<file path="src/rtl/cluster_ctrl_pkg.sv">
// Purpose: Shared constants for the cluster control-signal generator
// Assumes: 32-bit Avalon-MM register bus, byte addresses
// Notes:   Offsets are byte addresses, one aligned word each
package cluster_ctrl_pkg;

	// ****************************************
	// Register map
	// ****************************************
	localparam int          ADDR_W         = 5;
	localparam logic [4:0]  CTRL_OFFSET    = 5'h00;
	localparam logic [4:0]  CLK_SEL_OFFSET = 5'h04;
	localparam logic [4:0]  CLR_SEL_OFFSET = 5'h08;
	localparam logic [4:0]  STATUS_OFFSET  = 5'h0c;
	localparam logic [4:0]  STATE_OFFSET   = 5'h10;

	// ****************************************
	// Field positions and reset values
	// ****************************************
	localparam int          CTRL_FALL_ONE_BIT = 0;
	localparam int          CTRL_FALL_TWO_BIT = 1;
	localparam int          CTRL_PRESET_BIT   = 2;
	localparam logic [2:0]  CTRL_RESET        = 3'h0;
	localparam int          STATUS_COUNT_LSB  = 0;
	localparam int          STATUS_TICK1_BIT  = 8;
	localparam int          STATUS_TICK2_BIT  = 9;
	localparam int          CTRL_SET_SIZE     = 10;
	localparam int          COUNT_W           = 4;

	// Count of asserted shared controls
	function automatic logic [COUNT_W-1:0] count_ones(
		input logic [CTRL_SET_SIZE-1:0] v);
		logic [COUNT_W-1:0] n;
		n = 4'h0;
		for (int i = 0; i < CTRL_SET_SIZE; i++) begin
			n = n + {3'h0, v[i]};
		end
		return n;
	endfunction

endpackage

</file>
<file path="src/rtl/cluster_control_signal_gen.sv">
// Purpose: Shared control-signal generator for one logic cluster
// Assumes: Clock sources are pins; other controls come from clk logic
// Notes:   Cluster clocks are one-cycle enable pulses, never gated clocks
module cluster_control_signal_gen
	import cluster_ctrl_pkg::*;
#(
	parameter int CELLS = 10
) (
	input  wire logic              clk,             // 50 MHz clock
	input  wire logic              rst_n,           // Async reset, low
	input  wire logic [ADDR_W-1:0] avs_address,     // Byte address
	input  wire logic              avs_read,        // Read request
	input  wire logic              avs_write,       // Write request
	input  wire logic [31:0]       avs_writedata,   // Write data
	output logic      [31:0]       avs_readdata,    // Read data
	output logic                   avs_waitrequest, // Stall
	input  wire logic              clk_src_one,     // Clock source pin one
	input  wire logic              clk_src_two,     // Clock source pin two
	input  wire logic              clk_ena_one,     // Enable for clock one
	input  wire logic              clk_ena_two,     // Enable for clock two
	input  wire logic              aclr_one,        // Async clear one
	input  wire logic              aclr_two,        // Async clear two
	input  wire logic              aload,           // Async load/preset
	input  wire logic              aload_data,      // Async load data
	input  wire logic              sclr,            // Sync clear
	input  wire logic              sload,           // Sync load
	input  wire logic              addnsub_in,      // Add/subtract select
	input  wire logic [CELLS-1:0]  cell_data,       // Normal cell data
	input  wire logic [CELLS-1:0]  sload_data,      // Sync load data
	output logic                   cluster_tick_one, // Cluster clock one
	output logic                   cluster_tick_two, // Cluster clock two
	output logic                   addnsub_out,     // Shared add/sub
	output logic      [CELLS-1:0]  cell_q           // Cell register outputs
);

	// ****************************************
	// Register bus
	// ****************************************
	logic [2:0]       ctrl_q;
	logic [CELLS-1:0] clk_sel_q;
	logic [CELLS-1:0] clr_sel_q;
	logic             ack_q;
	logic [31:0]      rdata_q;
	logic [31:0]      rdata_d;
	logic [COUNT_W-1:0] active_count;
	logic             tick_seen1_q;
	logic             tick_seen2_q;

	// Request decode; one wait cycle on every access
	wire bus_req  = avs_read | avs_write;
	wire wr_take  = avs_write & ack_q;
	wire rd_first = avs_read & ~ack_q;
	wire hit_ctrl = (avs_address == CTRL_OFFSET);
	wire hit_csel = (avs_address == CLK_SEL_OFFSET);
	wire hit_rsel = (avs_address == CLR_SEL_OFFSET);
	wire hit_stat = (avs_address == STATUS_OFFSET);
	wire hit_cell = (avs_address == STATE_OFFSET);
	assign avs_waitrequest = bus_req & ~ack_q;
	assign avs_readdata    = rdata_q;

	// Read mux; unmapped addresses read zero
	always_comb begin
		rdata_d = 32'h0;
		if (hit_ctrl) begin
			rdata_d[2:0] = ctrl_q;
		end else if (hit_csel) begin
			rdata_d[CELLS-1:0] = clk_sel_q;
		end else if (hit_rsel) begin
			rdata_d[CELLS-1:0] = clr_sel_q;
		end else if (hit_stat) begin
			rdata_d[STATUS_COUNT_LSB +: COUNT_W] = active_count;
			rdata_d[STATUS_TICK1_BIT] = tick_seen1_q;
			rdata_d[STATUS_TICK2_BIT] = tick_seen2_q;
		end else if (hit_cell) begin
			rdata_d[CELLS-1:0] = cell_q;
		end
	end

	// Acknowledge and read data capture
	always_ff @(posedge clk or negedge rst_n) begin
		if (!rst_n) begin
			ack_q   <= 1'b0;
			rdata_q <= 32'h0;
		end else begin
			ack_q <= bus_req & ~ack_q;
			if (rd_first) begin
				rdata_q <= rdata_d;
			end
		end
	end

	// Configuration writes
	always_ff @(posedge clk or negedge rst_n) begin
		if (!rst_n) begin
			ctrl_q    <= CTRL_RESET;
			clk_sel_q <= '0;
			clr_sel_q <= '0;
		end else if (wr_take) begin
			if (hit_ctrl) ctrl_q <= avs_writedata[2:0];
			if (hit_csel) clk_sel_q <= avs_writedata[CELLS-1:0];
			if (hit_rsel) clr_sel_q <= avs_writedata[CELLS-1:0];
		end
	end

	// ****************************************
	// Cluster clock generation
	// ****************************************
	logic [2:0] sync_one_q;
	logic [2:0] sync_two_q;

	// Source pins pass two flops, third stage for edge detect
	always_ff @(posedge clk or negedge rst_n) begin
		if (!rst_n) begin
			sync_one_q <= 3'h0;
			sync_two_q <= 3'h0;
		end else begin
			sync_one_q <= {sync_one_q[1:0], clk_src_one};
			sync_two_q <= {sync_two_q[1:0], clk_src_two};
		end
	end

	// Edge polarity per clock, each gated by its own enable
	wire rise_one = sync_one_q[1] & ~sync_one_q[2];
	wire fall_one = ~sync_one_q[1] & sync_one_q[2];
	wire rise_two = sync_two_q[1] & ~sync_two_q[2];
	wire fall_two = ~sync_two_q[1] & sync_two_q[2];
	wire edge_one = ctrl_q[CTRL_FALL_ONE_BIT] ? fall_one : rise_one;
	wire edge_two = ctrl_q[CTRL_FALL_TWO_BIT] ? fall_two : rise_two;
	assign cluster_tick_one = edge_one & clk_ena_one;
	assign cluster_tick_two = edge_two & clk_ena_two;
	assign addnsub_out      = addnsub_in;

	// Sticky tick history, cleared on status read
	always_ff @(posedge clk or negedge rst_n) begin
		if (!rst_n) begin
			tick_seen1_q <= 1'b0;
			tick_seen2_q <= 1'b0;
		end else begin
			tick_seen1_q <= cluster_tick_one |
				(tick_seen1_q & ~(rd_first & hit_stat));
			tick_seen2_q <= cluster_tick_two |
				(tick_seen2_q & ~(rd_first & hit_stat));
		end
	end

	// Number of shared controls asserted now, at most ten
	assign active_count = count_ones({sync_one_q[1], sync_two_q[1],
		clk_ena_one, clk_ena_two, aclr_one, aclr_two, sclr, aload,
		sload, addnsub_in});

	// ****************************************
	// Logic cell registers
	// ****************************************
	logic [CELLS-1:0] cell_q_q;
	logic [CELLS-1:0] cell_q_d;
	logic [CELLS-1:0] cell_clr;
	logic [CELLS-1:0] cell_tick;

	// Preset mode forces the load data high
	wire aload_val = ctrl_q[CTRL_PRESET_BIT] | aload_data;

	// Per-cell clock pair and clear choice from the one shared set
	always_comb begin
		for (int i = 0; i < CELLS; i++) begin
			cell_tick[i] = clk_sel_q[i] ? cluster_tick_two
				: cluster_tick_one;
			cell_clr[i] = clr_sel_q[i] ? aclr_two : aclr_one;
		end
	end

	// Next state: clear, then async load, then clocked actions
	always_comb begin
		for (int i = 0; i < CELLS; i++) begin
			if (cell_clr[i]) begin
				cell_q_d[i] = 1'b0;
			end else if (aload) begin
				cell_q_d[i] = aload_val;
			end else if (!cell_tick[i]) begin
				cell_q_d[i] = cell_q_q[i];
			end else if (sclr) begin
				cell_q_d[i] = 1'b0;
			end else if (sload) begin
				cell_q_d[i] = sload_data[i];
			end else begin
				cell_q_d[i] = cell_data[i];
			end
		end
	end

	// Cell storage
	always_ff @(posedge clk or negedge rst_n) begin
		if (!rst_n) begin
			cell_q_q <= '0;
		end else begin
			cell_q_q <= cell_q_d;
		end
	end

	// Async controls show at the outputs without waiting for a clock
	always_comb begin
		for (int i = 0; i < CELLS; i++) begin
			if (cell_clr[i]) begin
				cell_q[i] = 1'b0;
			end else if (aload) begin
				cell_q[i] = aload_val;
			end else begin
				cell_q[i] = cell_q_q[i];
			end
		end
	end

endmodule // cluster_control_signal_gen

</file>
<file path="config.mk">
export PLATFORM = sky130hd
export DESIGN_NAME = cluster_control_signal_gen
export DESIGN_NICKNAME = d
export VERILOG_FILES = /design/src/rtl/cluster_ctrl_pkg.sv /design/src/rtl/cluster_control_signal_gen.sv
export SDC_FILE = /design/constraint.sdc
export NUM_CORES = 1
export LEC_CHECK = 0
export BUFFER_PORTS_ARGS = -buffer_cell sky130_fd_sc_hd__buf_2
export CAP_MARGIN = 5
export CORE_ASPECT_RATIO = 1.2
export CORE_MARGIN = 10
export CORE_UTILIZATION = 54
export DETAILED_ROUTE_END_ITERATION = 12
export GPL_TIMING_DRIVEN = 0
export PLACE_DENSITY_LB_ADDON = 0.05
export SYNTH_ARGS = -nofsm -noshare
export SYNTH_HDL_FRONTEND = slang
export SYNTH_SLANG_ARGS = --single-unit
</file>
<file path="constraint.sdc">
create_clock -name clk -period 9.2 [get_ports clk]
set_input_delay 0.92 -clock clk [delete_from_list [all_inputs] [get_ports clk]]
set_output_delay 0.92 -clock clk [all_outputs]
set_load 0.05 [all_outputs]
</file>
==> results of run 1 <==
## final cells by class
cell class,count,area [sq um]
clock buffer,6,72.6
timing repair buffer,73,365
sequential,52,1300
multi-input combinational,239,1760
inverter,16,60.1
tap,82,103
fill,542,2070
buffer,40,241
clock inverter,1,5.00
## cell families (layout without fill, tap and decap cells)
| kind of cell | Yosys count | after routing | share of synthesized area |
|---|---|---|---|
| buffers and inverters | 56 | 136 | 0.0919 |
| and+or+nand+nor | 81 | 81 | 0.128 |
| adders and majority gates | 8 | 8 | 0.0442 |
| DFF | 52 | 52 | 0.396 |
| AOI/OAI and AO/OA | 61 | 61 | 0.124 |
| xor gates and xnor gates | 1 | 1 | 0.00267 |
| muxes | 66 | 66 | 0.211 |
| other | 1 | 22 | 0.00114 |
## worst paths after layout
path	startpoint	end	slack (ns)	cells after the start
min in group asynchronous	rst_n	avs_readdata[5]	0.84	1
hold / removal	sync_two_q[0]	sync_two_q[1]	0.36	0
setup / recovery	aclr_two	avs_readdata[2]	5.08	13
hold reg to reg	sync_two_q[0]	sync_two_q[1]	0.36	0
setup reg to reg	sync_two_q[1]	avs_readdata[2]	5.92	11
max in group asynchronous	rst_n	ack_q	7.62	1
## power groups by stage
stage / sequential, W / clock (W) / combinational, W
global route: 0.000280 / 0.000136 / 0.000225
global placement: 0.000280 / 0 / 0.000201
detailed placement: 0.000281 / 0 / 0.000205
finish: 0.000276 / 0.000125 / 0.000205
CTS: 0.000276 / 0.000128 / 0.000206
floorplan: 0.000290 / 0 / 0.000142
## registers in the layout, indices dropped and copies added, names as in the netlist
register,count
ack_q,1
avs_readdata,10
cell_q_q,10
clk_sel_q,10
clr_sel_q,10
ctrl_q,3
sync_one_q,3
sync_two_q,3
tick_seen1_q,1
tick_seen2_q,1
## Yosys cell counts, types with 5 or more instances
cell type	instances
fa_1	6
o31ai_1	7
nand3_1	12
dfrtp_1	52
nor2_1	16
o21ai_0	13
buf_4	24
clkbuf_1	12
inv_1	16
o211a_1	5
a21oi_1	18
mux2_2	26
nand2_1	29
mux2i_1	40
## through the flow
stage               setup WS [ns]  area [sq um]  std cells  hold WS, ns
CTS                          5.12          3910        509        0.365
global route                 4.91          3910        509        0.379
global placement             4.85          3830        502        0.339
floorplan                    5.27          3360        347        0.331
finish                       5.08          3910        509        0.362
detailed placement           4.82          3830        502        0.339
## placed cells by master, fill, tap and decap left out, drive strengths merged, types with 7 or more instances in the layout
master / instances
nand3: 12
mux2: 26
nor2: 17
o31ai: 7
o21ai: 13
mux2i: 40
inv: 16
clkbuf: 18
conb: 22
buf: 101
nand2: 29
a21oi: 18
dfrtp: 52
## per-layer routing
layer  share of wire  GRT usage  wire length (microns)  vias to the layer above
li1                -          -                      -                     1309
met1            0.42      0.223                   3810                     1328
met2            0.49      0.327                   4500                      106
met3           0.070     0.0483                    639                       13
met4           0.017     0.0650                    152                        0
met5               0          0                      0                        -
==> metrics.md, run 1 <==
| Metric | Value |
|---|---|
| Crit. End Element | `flip-flop` |
| Final core utilization | `0.654` |
| Core Area | `5970 sq um` |
| Netlist Area Pre-Place | `3280 sq um` |
| WP data arrival | `4.29 ns` |
| Critical path start-end classification | `in -> reg` |
| Worst-path cell chain | `buf_2 > clkbuf_1 > inv_1 > fa_1 > fa_1 > fa_1 > inv_1 > ha_1 > fa_1 > xnor2_1 > a211oi_1 > o22a_1 > a21oi_1` |
| Area contributors post-synth | `dfrtp_1 40%, mux2i_1 12%, mux2_2 8.9%, buf_4 5.5%, fa_1 3.7%` |
| Main synth FF type | `dfrtp_1` |
| Register bit total from synthesis | `52` |
| WP data required | `9.37 ns` |
| TNS Setup | `0 ns` |
| Initial core utilization | `0.549` |
| Synth async-reset ratio | `1.00` |
| Setup bufs post-CTS | `0` |
| Vias per cell | `5.41` |
| Most frequent CP cell | `fa_1` |
| Share of layout cells above drive strength 1 | `0.316` |
| Sw frac | `0.371` |
| Largest net degree at the start of global routing | `53` |
| Flop pwr share | `0.455` |
| Max-slew violation count | `0` |
| Max-slew headroom | `0.211` |
| DR iter-0 viols | `214` |
| Die width | `91.2 microns` |
| IO Count | `118` |
| Grt ovf | `0` |
| # diodes | `0` |
| Dpl hpwl | `6990 microns` |
| Vias in the first global route | `2918` |
| Synth warn | `0` |
| WP buf/inv | `4` |
| Root buffer selected by CTS | `clkbuf_8` |
| Area delta synth->final | `19.0%` |
| DR pass1 iterations | `5` |
| Worst path max stage delay | `0.53 ns` |
| Clk network pwr share | `0.206` |
| Critical-path maximum fanout | `10` |
| Worst-Skew Late Latency | `0.30 ns` |
| Sink Count | `52` |
| Highest clock rate | `243 MHz` |
| Via count | `2756` |
| Number of port buffers | `73` |
| Routed len/inst | `17.9 microns` |
| Netlist cell types | `46` |
| Worst Setup Start Kind | `input port` |
| Detail Route Antenna Nets | `0` |
| Global-route wire length before repair | `14800 microns` |
| Worst slew pin tran | `1.18 ns` |
| Yosys top cell area share | `0.396` |
| CTS Hold Bufs | `0` |
| Tot Pwr | `0.000607 W` |
| CTS Buf Count | `5` |
| GPL Wtd Cong | `0.856` |
| Post-Syn Area per Cell | `10.1 sq um` |
| TritonCTS clock tree | `done` |
| Post-synthesis sequential area ratio | `0.396` |
| Gate power share | `0.339` |
| Pwr Density | `155 nW/um^2` |
| Row count | `31` |
| Clock skew | `0.00930 ns` |
| Max-cap violations | `0` |
| Layout Nets | `507` |
| Hold Vio Cnt, Final | `0` |
| Crit-path leading delay family | `adder cells` |
| Pleak | `2.00 nW` |
| Worst-path clk slew | `0.09 ns` |
| Die H | `105 microns` |
| Synthesized instance count | `326` |
| Slowest cell on the critical path | `fa_1` |
| CTS max path bufs | `2` |
| Int Pwr | `0.000382 W` |
| Final worst path period need | `4.12 ns` |
| Gr usage total | `0.189` |
| Die area | `9610 sq um` |
| Post_cts resized | `0` |
| Synth area leader | `dfrtp_1` |
| Run status | `completed` |
| H-tree Lvls | `2` |
| NetSw | `0.000225 W` |
| Residual DRC | `0` |
| RSZ-0062 raised after global routing | `false` |
| Hold Path Class | `reg -> reg` |
| Initial antenna violation count | `0` |
| Peak VDD IR | `0.0000926 V` |
| Post-Route WL | `9090 microns` |
| Post-synth EDFFs | `0` |
| Final setup fails | `0` |
| Period utilisation layout | `0.448` |
(Power assumes the default switching activity.)
==> run 2: changes to the inputs <==
--- a/config.mk
+++ b/config.mk
@@ -9,7 +9,7 @@
 export CAP_MARGIN = 5
 export CORE_ASPECT_RATIO = 1.2
 export CORE_MARGIN = 10
-export CORE_UTILIZATION = 54
+export CORE_UTILIZATION = 45
 export DETAILED_ROUTE_END_ITERATION = 12
 export GPL_TIMING_DRIVEN = 0
 export PLACE_DENSITY_LB_ADDON = 0.05
==> constraint.sdc (replaced) <==
create_clock -name clk -period 3.6 [get_ports clk]
set_input_delay 0.36 -clock clk [delete_from_list [all_inputs] [get_ports clk]]
set_output_delay 0.36 -clock clk [all_outputs]
set_load 0.05 [all_outputs]
==> run 2 against run 1 <==
Against the previous run:
- count of clock-buffer cells in the layout unchanged
- sequential share of layout area down 0.47 points
- clock skew down 0.0027 ns
- cell count up 1.8%
- sequential cell count unchanged
- clock power rose to 3.3 times the previous value
- worst hold slack worse by 0.31 ns
- non-clock buffer count unchanged
- final area up 1.4%
- register-to-register slack worse by 5.6 ns
- critical path type is now reg -> reg
- largest cell class unchanged
==> metrics.md, run 2 (synthesis gave the netlist of run 1 again) <==
| Metric | Value |
|---|---|
| Run status | `completed` |
| Initial antenna violation count | `0 (unchanged)` |
| IO Count | `118 (unchanged)` |
| CTS Buf Count | `5 (unchanged)` |
| Wire length on met1 | `4030 microns (+5.9%)` |
| Max-cap violations | `0 (unchanged)` |
| # diodes | `0 (unchanged)` |
| Pleak | `2.02 nW (+1.1%)` |
| Dpl hpwl | `7290 microns (+4.4%)` |
| CTS max path bufs | `2 (unchanged)` |
| Highest clock rate | `306 MHz` |
| Worst-path clk slew | `0.10 ns (about the same)` |
| DR pass1 iterations | `4 (-1)` |
| Vias per cell | `5.19 (-4.1%)` |
| Vias in the first global route | `2927 (+0.31%)` |
| Layout Nets | `507 (unchanged)` |
| Post-Route WL | `9410 microns (+3.5%)` |
| Placed Cells | `510 (+1.6%)` |
| Grt ovf | `0 (unchanged)` |
| Most common cell after layout, fill and taps aside | `buf_2` |
| Placed Area | `3840 sq um (+0.26%)` |
| DR iter-0 viols | `96 (-55%)` |
| Detail Route Antenna Nets | `0 (unchanged)` |
| Final setup fails | `0 (unchanged)` |
| Fin area | `3960 sq um (+1.4%)` |
| Initial core utilization | `0.456 (-0.0929)` |
| GPL Wtd Cong | `0.861 (+0.62%)` |
| Wire length on met2 | `4890 microns (+8.8%)` |
| Setup bufs post-CTS | `0 (unchanged)` |
| Crit. End Element | `flip-flop` |
| Number of port buffers | `73 (unchanged)` |
| Period utilisation layout | `0.909` |
| Core Area | `7190 sq um (+20%)` |
| Die width | `98.0 microns (+7.5%)` |
| Multi-input logic area | `1760 sq um (unchanged)` |
| WP data arrival | `3.46 ns (-0.83 ns)` |
| Commonest non-fill, non-tap cells in the layout | `74 x buf_2, 52 x dfrtp_1, 40 x mux2i_1` |
| Row count | `34 (+9.7%)` |
| Max-slew violation count | `0 (unchanged)` |
| Peak VDD IR | `0.000178 V (+92%)` |
| Share of layout cells above drive strength 1 | `0.320 (+0.00393)` |
| Fin cells | `518 (+1.8%)` |
| Hold Vio Cnt, Final | `0 (unchanged)` |
| Sequential cell area | `1300 sq um (unchanged)` |
| Critical path start-end classification | `reg -> reg` |
| Via count | `2689 (-2.4%)` |
| Critical-path maximum fanout | `4 (-6)` |
| Final worst path period need | `3.27 ns` |
| Final core utilization | `0.551 (-0.103)` |
| Top Layer Used | `met4` |
| Sink Count | `52 (unchanged)` |
| Global-route wire length before repair | `15400 microns (+4.1%)` |
| Die H | `114 microns (+7.7%)` |
| Root buffer selected by CTS | `clkbuf_8` |
| RSZ-0062 raised after global routing | `false` |
| Worst Setup Start Kind | `flip-flop` |
| Residual DRC | `0 (unchanged)` |
| Pwr Density | `416 nW/um^2 (+170%)` |
| TNS Setup | `0 ns (unchanged)` |
| Worst slew pin tran | `0.896 ns (-0.288 ns)` |
| Fillers | `688 (+27%)` |
| Worst-Skew Late Latency | `0.31 ns (about the same)` |
| H-tree Lvls | `2 (unchanged)` |
| Post_cts resized | `0 (unchanged)` |
| Met3 WL | `362 microns (-43%)` |
| Largest net degree at the start of global routing | `53 (unchanged)` |
| Clock skew | `0.00657 ns (-0.00273 ns)` |
| Max-slew headroom | `0.398 (+0.188)` |
| Area delta synth->final | `20.7%` |
| Die area | `11100 sq um (+16%)` |
| TritonCTS clock tree | `done` |
| Routed len/inst | `18.2 microns (+1.7%)` |
| Gr usage total | `0.170 (-0.0195)` |
| Hold Path Class | `in -> async` |
| WP data required | `3.79 ns (-5.58 ns)` |
==> run 2: area by class of cell <==
class | count | share of cell area
flip-flops and latches | 52 | 0.328
repair buffers | 74 | 0.0973
clock inverters | 2 | 0.00884
well taps | 90 | 0.0284
inverters | 16 | 0.0152
plain buffers | 39 | 0.0600
clock buffers | 6 | 0.0183
multi-input cells | 239 | 0.444
==> run 2: worst paths after layout <==
path                               start               to  slack (ns)  cells after the start
setup / recovery           sync_two_q[1]  avs_readdata[2]        0.33                     11
hold / removal                     rst_n  avs_readdata[5]        0.05                      1
setup reg to reg           sync_two_q[1]  avs_readdata[2]        0.33                     11
hold reg to reg            sync_two_q[0]    sync_two_q[1]        0.36                      0
max in group asynchronous          rst_n  avs_readdata[2]        2.99                      2
min in group clk             clk_src_one    sync_one_q[0]        0.14                      1
==> run 2: routing by layer <==
layer  GRT usage  vias to the layer above
met5           0                        -
met4      0.0398                        0
met3      0.0345                       11
met2       0.301                       61
met1       0.205                     1306
li1            -                     1311
==> run 2: what timing repair did <==
action                     CTS  global route
hold buffers                 0             0
setup endpoints to repair    0             3
hold endpoints to repair     0             0
==> run 2: metrics by stage <==
stage,power (W),setup slack (ns),hold WS (ns)
detailed placement,0.00125,-0.202,0.339
finish,0.00165,0.328,0.0488
floorplan,0.00110,0.228,0.0644
CTS,0.00165,0.114,0.143
global route,0.00174,0.122,0.0803
global placement,0.00124,-0.189,0.338
==> run 2: critical path, cell delays in order (launching register included) <==
cell and delay (ns):
dfrtp_1 0.44, fa_1 0.49, inv_1 0.05, fa_1 0.44, fa_1 0.48, inv_1 0.04, ha_1 0.19, fa_1 0.39
xnor2_1 0.14, a211oi_1 0.25, o22a_1 0.18, a21oi_1 0.06
==> run 2: report_power, final <==
group,switching (W),internal [W]
Combinational,0.000331,0.000196
Clock,0.000206,0.000207
Sequential,0.0000595,0.000648
Total,0.000597,0.00105
==> run 3: changes to the inputs <==
--- a/config.mk
+++ b/config.mk
@@ -12,7 +12,7 @@
 export CORE_UTILIZATION = 45
 export DETAILED_ROUTE_END_ITERATION = 12
 export GPL_TIMING_DRIVEN = 0
-export PLACE_DENSITY_LB_ADDON = 0.05
+export PLACE_DENSITY = 0.76
 export SYNTH_ARGS = -nofsm -noshare
 export SYNTH_HDL_FRONTEND = slang
 export SYNTH_SLANG_ARGS = --single-unit
==> run 3 against run 2 <==
Against the previous run:
- sequential cell count did not move
- die area is the same
- maximum frequency decreased by 2.9%
- combinational power is essentially flat
- global-route usage down 1.6 points
- core utilization fell by 0.23 points
- largest cell class unchanged
- register-to-register slack got worse by 0.099 ns
- cell count fell by 0.19%
- final area fell by 0.41%
- setup slack got worse by 0.099 ns
- clock power shrank 2%
- via count is 0.15% lower
==> metrics.md, run 3 (synthesis gave the netlist of run 1 again) <==
| Metric | Value |
|---|---|
| Run status | `completed` |
| Tot Pwr | `0.00164 W (-0.30%)` |
| WP data required | `3.77 ns (-0.02 ns)` |
| Placement Setup Slack | `-0.219 ns (-0.0170 ns)` |
| Final worst path period need | `3.37 ns (+0.0994 ns)` |
| Worst-path clk slew | `0.10 ns (about the same)` |
| Hold_sp | `clk_src_two` |
| RSZ-0062 raised after global routing | `false` |
| Area delta synth->final | `20.2%` |
| Setup bufs post-CTS | `0 (unchanged)` |
| Period utilisation layout | `0.936 (+0.0276)` |
| Max-slew violation count | `0 (unchanged)` |
| Residual DRC | `0 (unchanged)` |
| Crit-path leading delay family | `adder cells` |
| Post-Route WL | `8600 microns (-8.6%)` |
| Hold Vio Cnt, Final | `0 (unchanged)` |
| Crit path launch | `sync_two_q[1]` |
| Highest clock rate | `297 MHz (-2.9%)` |
| CTS Hold Bufs | `0 (unchanged)` |
| Root buffer selected by CTS | `clkbuf_8` |
| Most common cell after layout, fill and taps aside | `buf_2` |
| Critical path start-end classification | `reg -> reg` |
| DR iter-0 viols | `127 (+32%)` |
| Number of port buffers | `73 (unchanged)` |
| Worst Setup Start Kind | `flip-flop` |
| Clock skew | `0.00799 ns (+0.00142 ns)` |
| IO Count | `118 (unchanged)` |
| Vias per cell | `5.19 (about the same)` |
| Hold Path Class | `in -> reg` |
| Core Area | `7190 sq um (unchanged)` |
| Pwr Density | `417 nW/um^2 (+0.11%)` |
| Most frequent CP cell | `fa_1` |
| Share of layout cells above drive strength 1 | `0.321 (+0.000750)` |
| Placed Cells | `510 (unchanged)` |
| Initial antenna violation count | `0 (unchanged)` |
| TritonCTS clock tree | `done` |
| Vias in the first global route | `2915 (-0.41%)` |
| Fin cells | `517 (-0.19%)` |
| Worst path max stage delay | `0.50 ns (about the same)` |
| Post_cts resized | `0 (unchanged)` |
| Worst-path cell chain | `fa_1 > inv_1 > fa_1 > fa_1 > inv_1 > ha_1 > fa_1 > xnor2_1 > a211oi_1 > o22a_1 > a21oi_1` |
| Die area | `11100 sq um (unchanged)` |
| Slowest cell on the critical path | `fa_1` |
| Fin worst setup slack | `0.229 ns (-0.0994 ns)` |
| Row count | `34 (unchanged)` |
| CTS max path bufs | `2 (unchanged)` |
| Gr usage total | `0.153 (-0.0164)` |
| Worst slew pin tran | `1.16 ns (+0.268 ns)` |
| Sink Count | `52 (unchanged)` |
| Worst-Skew Late Latency | `0.31 ns (about the same)` |
| Fin Hold WS | `0.155 ns (+0.106 ns)` |
| Grt ovf | `0 (unchanged)` |
| Routed len/inst | `16.6 microns (-8.4%)` |
| Pleak | `2.01 nW (-0.52%)` |
| Max-cap violations | `0 (unchanged)` |
| Global-route wire length before repair | `14400 microns (-6.5%)` |
| WP data arrival | `3.55 ns (+0.09 ns)` |
| # diodes | `0 (unchanged)` |
| GPL Wtd Cong | `0.828 (-3.9%)` |
| Layout Nets | `506 (-0.20%)` |
| CTS Buf Count | `5 (unchanged)` |
| Max-slew headroom | `0.224 (-0.174)` |
| Detail Route Antenna Nets | `0 (unchanged)` |
| Commonest non-fill, non-tap cells in the layout | `74 x buf_2, 52 x dfrtp_1, 40 x mux2i_1` |
| Die H | `114 microns (unchanged)` |
| Dpl hpwl | `7130 microns (-2.3%)` |
| Initial core utilization | `0.456 (unchanged)` |
| Largest net degree at the start of global routing | `53 (unchanged)` |
| R2R Path Start | `sync_two_q[1]` |
| DR pass1 iterations | `5 (+1)` |
| H-tree Lvls | `2 (unchanged)` |
| Critical-path maximum fanout | `4 (unchanged)` |
| Die width | `98.0 microns (unchanged)` |
| TNS Setup | `0 ns (unchanged)` |
| Via count | `2685 (-0.15%)` |
| Fillers | `658 (-4.4%)` |
| Peak VDD IR | `0.000219 V (+23%)` |
| Final setup fails | `0 (unchanged)` |
| WP buf/inv | `2 (unchanged)` |
| Crit. End Element | `flip-flop` |
==> run 3: cell count changes in the layout (fill, tap and decap cells not counted), sizes merged <==
cell | before | now
buf | 102 | 101
clkbuf | 17 | 16
clkinvlp | 0 | 1
==> run 3: layout make-up <==
cell class | instances | area [sq um] | area share
clock buffers | 5 | 68.8 | 0.0174
flip-flops and latches | 52 | 1300 | 0.330
clock inverters | 3 | 42.5 | 0.0108
plain buffers | 39 | 238 | 0.0602
inverters | 16 | 60.1 | 0.0152
well taps | 90 | 113 | 0.0285
multi-input cells | 239 | 1760 | 0.445
repair buffers | 73 | 365 | 0.0926
==> run 3: routing by layer <==
layer  vias up  wire (microns)  global-route usage
li1       1307               -                   -
met1      1237            3630               0.191
met4         0             169              0.0456
met5         -               0                   0
met3        13             568              0.0339
met2       128            4230               0.259
==> run 3: power breakdown <==
part / switching (W) / internal, W
logic: 0.000334 / 0.000196
clock network: 0.000200 / 0.000206
registers: 0.0000595 / 0.000648
==> run 3: worst register-to-register path, cell delays in order, from the launching register on <==
cell and delay, ns:
dfrtp_1 0.43, fa_1 0.49, inv_1 0.05, fa_1 0.48, fa_1 0.50, inv_1 0.05
ha_1 0.20, fa_1 0.39, xnor2_1 0.14, a211oi_1 0.27, o22a_1 0.19, a21oi_1 0.07
==> run 3: worst paths after layout <==
check	slack, ns	cells after the start	endpoint
worst min register to register	0.37	0	sync_one_q[1]
min in group asynchronous	0.28	1	ctrl_q[1]
max in group asynchronous	2.61	1	clr_sel_q[5]
worst min-delay path	0.15	1	sync_two_q[0]
worst max register to register	0.23	11	avs_readdata[2]
worst max-delay path	0.23	11	avs_readdata[2]
==> run 3: per-stage QoR <==
| step | cell area (sq um) | util |
|---|---|---|
| floorplan | 3360 | - |
| global placement | 3840 | 0.534 |
| detailed placement | 3840 | 0.534 |
| CTS | 3950 | 0.549 |
| global route | 3950 | 0.549 |
| finish | 3950 | 0.549 |
